<file path="config.mk">
export PLATFORM = sky130hd
export DESIGN_NAME = rxis_status_latches
export DESIGN_NICKNAME = d
export VERILOG_FILES = /design/src/inc/rxis_pkg.sv /design/src/design/rxis_status_latches.sv
export SDC_FILE = /design/constraint.sdc
export NUM_CORES = 1
export LEC_CHECK = 0
export BUFFER_PORTS_ARGS = -buffer_cell sky130_fd_sc_hd__buf_2
export CORE_UTILIZATION = 50
export DETAILED_ROUTE_END_ITERATION = 8
export PLACE_DENSITY = 0.74
export REMOVE_ABC_BUFFERS = 1
export SETUP_SLACK_MARGIN = 0.15
export SYNTH_ARGS = -nofsm -noshare
export SYNTH_HDL_FRONTEND = slang
export SYNTH_SLANG_ARGS = --single-unit
</file>
<file path="constraint.sdc">
create_clock -name ref_clk_i -period 1.3 [get_ports ref_clk_i]
set_input_delay 0.195 -clock ref_clk_i [delete_from_list [all_inputs] [get_ports ref_clk_i]]
set_output_delay 0.195 -clock ref_clk_i [all_outputs]
set_load 0.02 [all_outputs]
</file>
<file path="src/inc/rxis_pkg.sv">
/*
 * rxis_pkg: shared constants and carriers for the receiver interrupt
 * status latches. Assumes an 8-bit register port with byte offsets.
 */
`default_nettype none

package rxis_pkg;

    ////////////////////////////////////////////////////////////////////////
    // register port geometry
    localparam int unsigned RXIS_ADDR_W = 8;
    localparam int unsigned RXIS_DATA_W = 8;

    ////////////////////////////////////////////////////////////////////////
    // status registers (read only)
    localparam logic [7:0] RXIS_OFF_LVL3_STATUS = 8'h6b;
    localparam logic [7:0] RXIS_OFF_LVL4_STATUS = 8'h70;
    localparam logic [7:0] RXIS_OFF_EDGE1_STATUS = 8'h7a;

    // live level readback (read only)
    localparam logic [7:0] RXIS_OFF_LVL3_LIVE = 8'h6a;
    localparam logic [7:0] RXIS_OFF_LVL4_LIVE = 8'h6f;

    // clear registers (write only, write one to clear)
    localparam logic [7:0] RXIS_OFF_LVL3_CLEAR = 8'h6c;
    localparam logic [7:0] RXIS_OFF_LVL4_CLEAR = 8'h71;
    localparam logic [7:0] RXIS_OFF_EDGE1_CLEAR = 8'h7b;

    // enable masks for the primary interrupt output
    localparam logic [7:0] RXIS_OFF_LVL3_MASK1 = 8'h6d;
    localparam logic [7:0] RXIS_OFF_LVL4_MASK1 = 8'h72;
    localparam logic [7:0] RXIS_OFF_EDGE1_MASK1 = 8'h7c;

    // enable masks for the secondary interrupt output
    localparam logic [7:0] RXIS_OFF_LVL3_MASK2 = 8'h6e;
    localparam logic [7:0] RXIS_OFF_LVL4_MASK2 = 8'h73;
    localparam logic [7:0] RXIS_OFF_EDGE1_MASK2 = 8'h7d;

    ////////////////////////////////////////////////////////////////////////
    // implemented bits per register; the rest are reserved and read zero
    localparam logic [7:0] RXIS_LVL3_VALID = 8'h3f;
    localparam logic [7:0] RXIS_LVL4_VALID = 8'h07;
    localparam logic [7:0] RXIS_EDGE1_VALID = 8'hc0;

    // field positions
    localparam int unsigned RXIS_POS_PLL_B = 5;
    localparam int unsigned RXIS_POS_CLK_A = 4;
    localparam int unsigned RXIS_POS_CLK_B = 3;
    localparam int unsigned RXIS_POS_STEREO = 2;
    localparam int unsigned RXIS_POS_VSYNC = 1;
    localparam int unsigned RXIS_POS_REGEN = 0;
    localparam int unsigned RXIS_POS_ENCR_A = 2;
    localparam int unsigned RXIS_POS_ENCR_B = 1;
    localparam int unsigned RXIS_POS_CABLE_A = 0;
    localparam int unsigned RXIS_POS_CODE2 = 7;
    localparam int unsigned RXIS_POS_CODE1 = 6;

    // reset values
    localparam logic [7:0] RXIS_RST_STATUS = 8'h00;
    localparam logic [7:0] RXIS_RST_MASK = 8'h00;

    ////////////////////////////////////////////////////////////////////////
    // live level conditions, packed in register bit order
    typedef struct packed {
        logic port_a_encryption_live;
        logic port_b_encryption_live;
        logic port_a_cable_present_live;
        logic port_b_pll_lock_live;
        logic port_a_clock_detect_live;
        logic port_b_clock_detect_live;
        logic stereo_video_live;
        logic vsync_filter_lock_live;
        logic enable_regen_lock_live;
    } rxis_level_s;

    // one-cycle new-content packet pulses
    typedef struct packed {
        logic second_recording_code_pkt_new;
        logic first_recording_code_pkt_new;
    } rxis_packet_s;

endpackage

`default_nettype wire

</file>
<file path="src/design/rxis_status_latches.sv">
/*
 * rxis_status_latches: sticky interrupt status bits for link lock, clock
 * detect, stereo video, sync locks, encryption, cable and recording-code
 * packets, with clear, two enable masks and two level interrupt outputs.
 * Assumes live levels and packet pulses come from logic on ref_clk_i and
 * a register master that never waits.
 */
// What this block does
// latch port b pll lock change, 0x6B[5]
// latch port a clock detect change, 0x6B[4]
// latch port b clock detect change, 0x6B[3]
// latch stereo video change, 0x6B[2]
// latch vsync filter lock change, 0x6B[1]
// latch enable regen lock change, 0x6B[0]
// latch port a encryption change, 0x70[2]
// latch port b encryption change, 0x70[1]
// latch port a cable change, 0x70[0]
// set on new second code packet, 0x7A[7]
// set on new first code packet, 0x7A[6]
// bits hold until cleared; reads never clear
// bits count only when a mask enables
// level changes detected in both directions
// clear takes next edge; set beats clear
`timescale 1ns/1ps
`default_nettype none

module rxis_status_latches (
    input wire logic ref_clk_i,
    input wire logic sys_rst_i,
    input wire rxis_pkg::rxis_level_s level_live_i,
    input wire rxis_pkg::rxis_packet_s packet_new_i,
    input wire logic [rxis_pkg::RXIS_ADDR_W-1:0] reg_addr_i,
    input wire logic [rxis_pkg::RXIS_DATA_W-1:0] reg_wdata_i,
    input wire logic reg_wr_i,
    input wire logic reg_rd_i,
    output logic [rxis_pkg::RXIS_DATA_W-1:0] reg_rdata_o,
    output logic interrupt_output_primary_o,
    output logic interrupt_output_secondary_o
);
    import rxis_pkg::*;

    ////////////////////////////////////////////////////////////////////////
    // declarations
    logic armed;
    rxis_level_s level_prev;
    logic [8:0] level_change;
    logic [7:0] lvl3_set;
    logic [7:0] lvl4_set;
    logic [7:0] edge1_set;
    logic [7:0] lvl3_clr;
    logic [7:0] lvl4_clr;
    logic [7:0] edge1_clr;
    logic [7:0] lvl3_status;
    logic [7:0] lvl4_status;
    logic [7:0] edge1_status;
    logic [7:0] lvl3_mask1;
    logic [7:0] lvl4_mask1;
    logic [7:0] edge1_mask1;
    logic [7:0] lvl3_mask2;
    logic [7:0] lvl4_mask2;
    logic [7:0] edge1_mask2;
    logic [7:0] next_rdata;

    // write-one-to-clear decode, limited to implemented bits
    function automatic logic [7:0] wr_hit(
        input logic wr,
        input logic [7:0] addr,
        input logic [7:0] off,
        input logic [7:0] data,
        input logic [7:0] valid
    );
        wr_hit = (wr && addr == off) ? (data & valid) : 8'h00;
    endfunction

    ////////////////////////////////////////////////////////////////////////
    // change detection
    // the first cycle after reset only loads the history, so a level that is
    // already high at release does not raise a false event
    always_ff @(posedge ref_clk_i) begin
        if (sys_rst_i) begin
            armed <= 1'b0;
        end else begin
            armed <= 1'b1;
        end
    end

    always_ff @(posedge ref_clk_i) begin
        if (sys_rst_i) begin
            level_prev <= '0;
        end else begin
            level_prev <= level_live_i;
        end
    end

    // xor catches rising and falling alike; see
    assign level_change = armed ? (level_live_i ^ level_prev) : 9'h000;

    // map changes onto register bit positions; see
    assign lvl3_set = {2'b00, level_change[5:0]};

    assign lvl4_set = {5'b00000, level_change[8:6]};
    // packet pulses count only once armed; see
    assign edge1_set = armed ? {packet_new_i, 6'b000000} : 8'h00;

    ////////////////////////////////////////////////////////////////////////
    // clear strobes from the register port
    assign lvl3_clr = wr_hit(reg_wr_i, reg_addr_i, RXIS_OFF_LVL3_CLEAR, reg_wdata_i, RXIS_LVL3_VALID);
    assign lvl4_clr = wr_hit(reg_wr_i, reg_addr_i, RXIS_OFF_LVL4_CLEAR, reg_wdata_i, RXIS_LVL4_VALID);
    assign edge1_clr = wr_hit(reg_wr_i, reg_addr_i, RXIS_OFF_EDGE1_CLEAR, reg_wdata_i, RXIS_EDGE1_VALID);

    ////////////////////////////////////////////////////////////////////////
    // sticky status; set is or-ed after the clear so it wins
    always_ff @(posedge ref_clk_i) begin
        if (sys_rst_i) begin
            lvl3_status <= RXIS_RST_STATUS;
            lvl4_status <= RXIS_RST_STATUS;
            edge1_status <= RXIS_RST_STATUS;
        end else begin
            lvl3_status <= (lvl3_status & ~lvl3_clr) | lvl3_set;
            lvl4_status <= (lvl4_status & ~lvl4_clr) | lvl4_set;
            edge1_status <= (edge1_status & ~edge1_clr) | edge1_set;
        end
    end

    ////////////////////////////////////////////////////////////////////////
    // enable masks, one set per interrupt output
    always_ff @(posedge ref_clk_i) begin
        if (sys_rst_i) begin
            lvl3_mask1 <= RXIS_RST_MASK;
            lvl4_mask1 <= RXIS_RST_MASK;
            edge1_mask1 <= RXIS_RST_MASK;
        end else if (reg_wr_i) begin
            case (reg_addr_i)
                RXIS_OFF_LVL3_MASK1: begin
                    lvl3_mask1 <= reg_wdata_i & RXIS_LVL3_VALID;
                end
                RXIS_OFF_LVL4_MASK1: begin
                    lvl4_mask1 <= reg_wdata_i & RXIS_LVL4_VALID;
                end
                RXIS_OFF_EDGE1_MASK1: begin
                    edge1_mask1 <= reg_wdata_i & RXIS_EDGE1_VALID;
                end
                default: begin
                end
            endcase
        end
    end

    always_ff @(posedge ref_clk_i) begin
        if (sys_rst_i) begin
            lvl3_mask2 <= RXIS_RST_MASK;
            lvl4_mask2 <= RXIS_RST_MASK;
            edge1_mask2 <= RXIS_RST_MASK;
        end else if (reg_wr_i) begin
            case (reg_addr_i)
                RXIS_OFF_LVL3_MASK2: begin
                    lvl3_mask2 <= reg_wdata_i & RXIS_LVL3_VALID;
                end
                RXIS_OFF_LVL4_MASK2: begin
                    lvl4_mask2 <= reg_wdata_i & RXIS_LVL4_VALID;
                end
                RXIS_OFF_EDGE1_MASK2: begin
                    edge1_mask2 <= reg_wdata_i & RXIS_EDGE1_VALID;
                end
                default: begin
                end
            endcase
        end
    end

    ////////////////////////////////////////////////////////////////////////
    // interrupt outputs: level, high while any enabled bit is latched
    // combinational so an enabled set shows one cycle after its event; see
    always_comb begin
        interrupt_output_primary_o = |{lvl3_status & lvl3_mask1,
                                       lvl4_status & lvl4_mask1,
                                       edge1_status & edge1_mask1};
        interrupt_output_secondary_o = |{lvl3_status & lvl3_mask2,
                                         lvl4_status & lvl4_mask2,
                                         edge1_status & edge1_mask2};
    end

    ////////////////////////////////////////////////////////////////////////
    // read port: data stands only in the cycle after the strobe
    // clear registers are write only and read as zero; reads have no side effect
    always_comb begin
        next_rdata = 8'h00;
        case (reg_addr_i)
            RXIS_OFF_LVL3_STATUS: begin
                next_rdata = lvl3_status;
            end
            RXIS_OFF_LVL4_STATUS: begin
                next_rdata = lvl4_status;
            end
            RXIS_OFF_EDGE1_STATUS: begin
                next_rdata = edge1_status;
            end
            RXIS_OFF_LVL3_LIVE: begin
                next_rdata = {2'b00, level_live_i[5:0]};
            end
            RXIS_OFF_LVL4_LIVE: begin
                next_rdata = {5'b00000, level_live_i[8:6]};
            end
            RXIS_OFF_LVL3_MASK1: begin
                next_rdata = lvl3_mask1;
            end
            RXIS_OFF_LVL4_MASK1: begin
                next_rdata = lvl4_mask1;
            end
            RXIS_OFF_EDGE1_MASK1: begin
                next_rdata = edge1_mask1;
            end
            RXIS_OFF_LVL3_MASK2: begin
                next_rdata = lvl3_mask2;
            end
            RXIS_OFF_LVL4_MASK2: begin
                next_rdata = lvl4_mask2;
            end
            RXIS_OFF_EDGE1_MASK2: begin
                next_rdata = edge1_mask2;
            end
            default: begin
                next_rdata = 8'h00;
            end
        endcase
    end

    always_ff @(posedge ref_clk_i) begin
        if (sys_rst_i) begin
            reg_rdata_o <= 8'h00;
        end else if (reg_rd_i) begin
            reg_rdata_o <= next_rdata;
        end else begin
            reg_rdata_o <= 8'h00;
        end
    end
endmodule

`default_nettype wire

</file>
; ---- Yosys cells after proc, flatten, opt, wreduce, memory -nomap -nowiden
; Index checks and enable logic that the tools add are counted.
; W data, S select, Z words.
[op_classes]
muxes = 7
bitwise_logic = 17
n_reduce_logical = 12
n_eq_ne = 14
[op_table]
columns = op, n
row1 = $eq A8 B7 Y1 const B, 14
row2 = $pmux W8 S11, 1
row3 = $reduce_or A24 Y1, 2
row4 = $and A8 B8 Y8, 5
row5 = $and A8 B3 Y8, 2
row6 = $and A8 B6 Y8, 2
row7 = $mux W8, 2
row8 = $reduce_and A2 Y1, 6
row9 = $mux W9, 1
row10 = $xor A9 B9 Y9, 1
row11 = $not A3 Y8, 1
row12 = $not A6 Y8, 1
row13 = $not A8 Y8, 1
row14 = $or A8 B3 Y8, 1
row15 = $or A8 B6 Y8, 1
row16 = $or A8 B8 Y8, 1
row17 = $mux W6, 1
row18 = $logic_and A1 B1 Y1, 3
row19 = $mux W3, 1
row20 = $reduce_or A2 Y1, 1
row21 = $mux W1, 1
row22 = $not A1 Y1, 1
[word_totals]
wordCells = 70
out_inout_bits = 10
reg_bits = 64
inputBits = 31

; ---- Logic depth before layout (Yosys ltp)
[logic_depth]
word_depth = 6
depth_mapped = 6

; ---- Least setup slack after synthesis
; Ideal clock, no wire load.
[synth_timing]
kind = in2reg
startpoint = in reg_addr_i[0] (netlist name)
endpoint = reg reg_rdata_o[4] (netlist name)
n_path_buf = 2
cell_stages = 6
t_arrival_ps = 1202
setup_ps = 141
setup_slack_ps = -43
path_cell_list = buf_4 -> buf_4 -> nand2_1 -> a21oi_1 -> a2bb2oi_1 -> nor3_1
[synth_between]
elab_chain_cells = 2
elab_cells_between_ends = 12
classes_between = eq/ne (11) / mux (1)
[synth_rtl]
columns = element, line
row1 = start: declaration, rxis_status_latches.sv:32  ; input wire logic [rxis_pkg::RXIS_ADDR_W-1:0] reg_addr_i,
row2 = $eq A8 B7 Y1, rxis_status_latches.sv:188  ; case (reg_addr_i)
row3 = $pmux W8 S11 *, rxis_status_latches.sv:188
row4 = end signal: assignment, rxis_status_latches.sv:232  ; reg_rdata_o <= next_rdata;
row5 = end: declaration, rxis_status_latches.sv:36  ; output logic [rxis_pkg::RXIS_DATA_W-1:0] reg_rdata_o,
; Every way passes the cells marked *; elsewhere a longest branch is shown, timed or not.
; A chain may end at the register's enable or synchronous reset.

; ---- Worst setup path in the final report
[layout_timing]
startpoint = reg lvl3_mask2[4]
endpoint = out interrupt_output_secondary_o
[layout_between]
elab_chain_cells = 2
[layout_rtl]
columns = element, line
row1 = start: declaration, rxis_status_latches.sv:59  ; logic [7:0] lvl3_mask2;
row2 = start signal: assignment, rxis_status_latches.sv:157  ; lvl3_mask2 <= reg_wdata_i & RXIS_LVL3_VALID;
row3 = $and A8 B6 Y8, rxis_status_latches.sv:178  ; interrupt_output_secondary_o = |{lvl3_status & lvl3_mask2,
row4 = $reduce_or A24 Y1, rxis_status_latches.sv:178
row5 = end: declaration, rxis_status_latches.sv:38  ; output logic interrupt_output_secondary_o
; Every way passes these cells.

==> flow_summary.toml <==
[die]
pin_count = 41
core_area_sq_um = 4470
die_area_sq_um = 5070
initial_utilization_pct = 53.5
fp.dieH_um = 71.2
row_count = 24
dieWidth_um = 71.2

[sta]
rsz0062_at_grt = "yes"
max_slew_margin_pct = 64.9
fin_tns_setup_ns = -0.616
min_period_ns = 1.63
hold_viol = 0
worst_pin_slew_ns = 0.526
drv_slew = 0
finalCritPeriodShare_pct = 126
clock.fmax_mhz = 612
finClkSkew_ns = 0.00519
setup_viol = 3
setup_ws_ns = -0.334

[finish]
fin_cells = 399
regArea_sq_um = 1040
final_cell_mix = "buf_4, dfxtp_1, buf_2, mux2i_1, nor2_1"
layout_commonest_cell = "buf_4"
final_nets = 377
drive_gt1_share_pct = 37.8
multi_input_area_sq_um = 1380
antenna_cells = 0
nFillCells = 352
synthToLayoutAreaGrowth_pct = 34.2

[synthesis]
yosysTopAreaCellShare_pct = 42.6
yosysSeqAreaShare_pct = 42.6
ys_types = 36
synth_area_per_cell_sq_um = 9.11
synth_area_sq_um = 2390
synth-seq-cells = 51
synthesis.instances = 263
synth_area_leader_cell = "dfxtp_1"
ys_top_cells_by_area = "dfxtp_1, mux2i_1, a22o_1"
ys_warn_count = 0

[worst_setup_path]
worstSetupEndpointType = "primary output"
crit_fanout = 2
startpoint_type = "flip-flop"
crit_chain = "a22o_1 -> a221oi_2 -> nand3_1 -> buf_6"
path_buf_inv = 1
crit_arrival_ns = 1.44
r2r_slack_ns = -0.02
critPathMaxStageDelay_ns = 0.33
slowest_stage = "dfxtp_2"
critical_path_class = "flip-flop to primary output"
crit_family = "compound AO/OA/AOI/OAI gates"
r2r-start = "lvl4_status[2]$_SDFF_PP0_"
reg2reg_depth = 5
reg2reg_to = "reg_rdata_o[2]$_SDFF_PP0_"
required_ns = 1.11

[global_route]
grt.total_usage_pct = 28.4
overflow = 0
grt_max_degree = 43
grt_antenna_before_repair = 0
grt_pass1_wl_mm = 11.1
grt_pass1_vias = 2223

[run_status]
violations = "DRC, setup timing"
status = "complete, but fails checks"

[placed_design]
hpwl_mm = 4.89
dp.cells = 389
io_buffers = 40
gp_congestion = 0.997

[power_and_ir_drop]
ir_drop_uv = 660
p_per_area_nw_per_um2 = 931
p_leak_uw = 0.00140

[worst_hold_path]
min_from = "sys_rst_i"
min_to = "armed$_DFF_P_"
hold_path_class = "input port to flip-flop"
worstHoldPathCells = 2

[clocking]
cts_buffers = 5
clock_path_buffers = 2
cts_root_buf = "clkbuf_8"
postCtsHoldBufs = 0
insertion_delay_ns = 0.31
clk_pin_slew_worst_paths_ns = 0.09
cts_tree = "done"
ctsHtreeMaxLevel = 2
clock_sinks = 51

[detailed_routing]
drt_iter0_markers = 155
via_per_inst = 5.73
drc = 5
drt-wirelength-per-cell_um = 16.8
wl_mm = 6.69
via_count = 2287
antenna_left = 0
dr.pass1.iters = 7

[run]
maxCapViolCount = 0
per-stage QoR:
| stage | hold WS (ns) | total power (uW) | setup slack (ns) | utilization [%] | cell area (sq um) |
|---|---|---|---|---|---|
| 3_3_place_gp | 0.406 | 2030 | -0.226 | 66.3 | 2970 |
| 4_1_cts | 0.0817 | 2980 | -0.303 | 70.4 | 3150 |
| 5_1_grt | 0.0851 | 3100 | -0.345 | 71.8 | 3210 |
| 6_report | 0.0730 | 2990 | -0.334 | 71.8 | 3210 |
| 3_5_place_dp | 0.408 | 2040 | -0.235 | 66.3 | 2970 |
| 2_1_floorplan | 0.264 | 1810 | 0.0145 | - | 2330 |
what timing repair did:
item	CTS	global route
pin swaps	5	4
buffers inserted	1	1
setup endpoints to repair	13	27
gates resized for setup	23	20
endpoints found under the hold margin	0	0
synthesized netlist by cell type (all sizes together):
| cell | count |
|---|---|
| and4b | 1 |
| a221oi | 4 |
| mux2i | 24 |
| nand4b | 1 |
| a211oi | 4 |
| and4 | 1 |
| nor3 | 14 |
| or3b | 1 |
| and3 | 1 |
| nand4 | 5 |
| a222oi | 5 |
| a22o | 11 |
| mux2 | 6 |
| nand2b | 3 |
| a21oi | 15 |
| nand3 | 6 |
| a22oi | 3 |
| dfxtp | 51 |
| nand2 | 19 |
| a32oi | 2 |
| a2bb2oi | 1 |
| nand4bb | 1 |
| and2 | 2 |
| xor2 | 9 |
| nor2b | 13 |
| clkbuf | 8 |
| buf | 5 |
| o21ai | 14 |
| nor2 | 22 |
| nand3b | 1 |
| and4bb | 1 |
| inv | 9 |
power breakdown:
group / leakage, uW / total (uW) / switching [uW] / internal [uW]
clock network: 0.0000484 / 956 / 519 / 437
registers: 0.000421 / 1660 / 49.9 / 1610
logic: 0.000928 / 379 / 196 / 183
total: 0.00140 / 2990 / 765 / 2230
cell type report:
type                    count  share of cell area, %
clock buffers               7                   2.69
clock inverters             1                  0.272
inverters                   9                   1.05
multi-input cells         190                   42.8
flip-flops and latches     51                   32.2
well taps                  52                   2.02
repair buffers             89                   19.0
worst max-delay path by stage:
stage                                           from                            to  slack, ns  cells past startpoint
after floorplan                        reg_addr_i[2]    edge1_status[6]$_SDFF_PP0_       0.01                      4
after global placement                 reg_addr_i[2]     reg_rdata_o[1]$_SDFF_PP0_      -0.23                      6
after detailed placement               reg_addr_i[2]     reg_rdata_o[3]$_SDFF_PP0_      -0.23                      6
after CTS                 lvl3_mask2[4]$_SDFFE_PP0P_  interrupt_output_secondary_o      -0.30                      4
after global routing      lvl3_mask2[4]$_SDFFE_PP0P_  interrupt_output_secondary_o      -0.35                      4
final                     lvl3_mask2[4]$_SDFFE_PP0P_  interrupt_output_secondary_o      -0.33                      4
routing by layer:
layer / vias to the layer above / global-route usage, % / wire length, um
met5: - / 0 / 0
met4: 0 / 8.67 / 114
met3: 12 / 5.27 / 430
met2: 83 / 46.1 / 3110
met1: 1073 / 38.4 / 3030
li1: 1119 / - / -
cells by family after synthesis:
family,after synthesis,share of synthesized area (%)
and+or+nand+nor,92,20.4
AOI/OAI and AO/OA,59,16.9
DFF,51,42.6
muxes,30,12.9
buffers and inverters,22,3.92
xor gates and xnor gates,9,3.29
state kept, by name, summed over array words and instances (netlist names), 3 cells and up:
register,flops
level_prev,9
reg_rdata_o,8
lvl3_mask1,6
lvl3_mask2,6
lvl3_status,6
lvl4_mask1,3
lvl4_mask2,3
lvl4_status,3
Power figures use the tool's default switching activity.
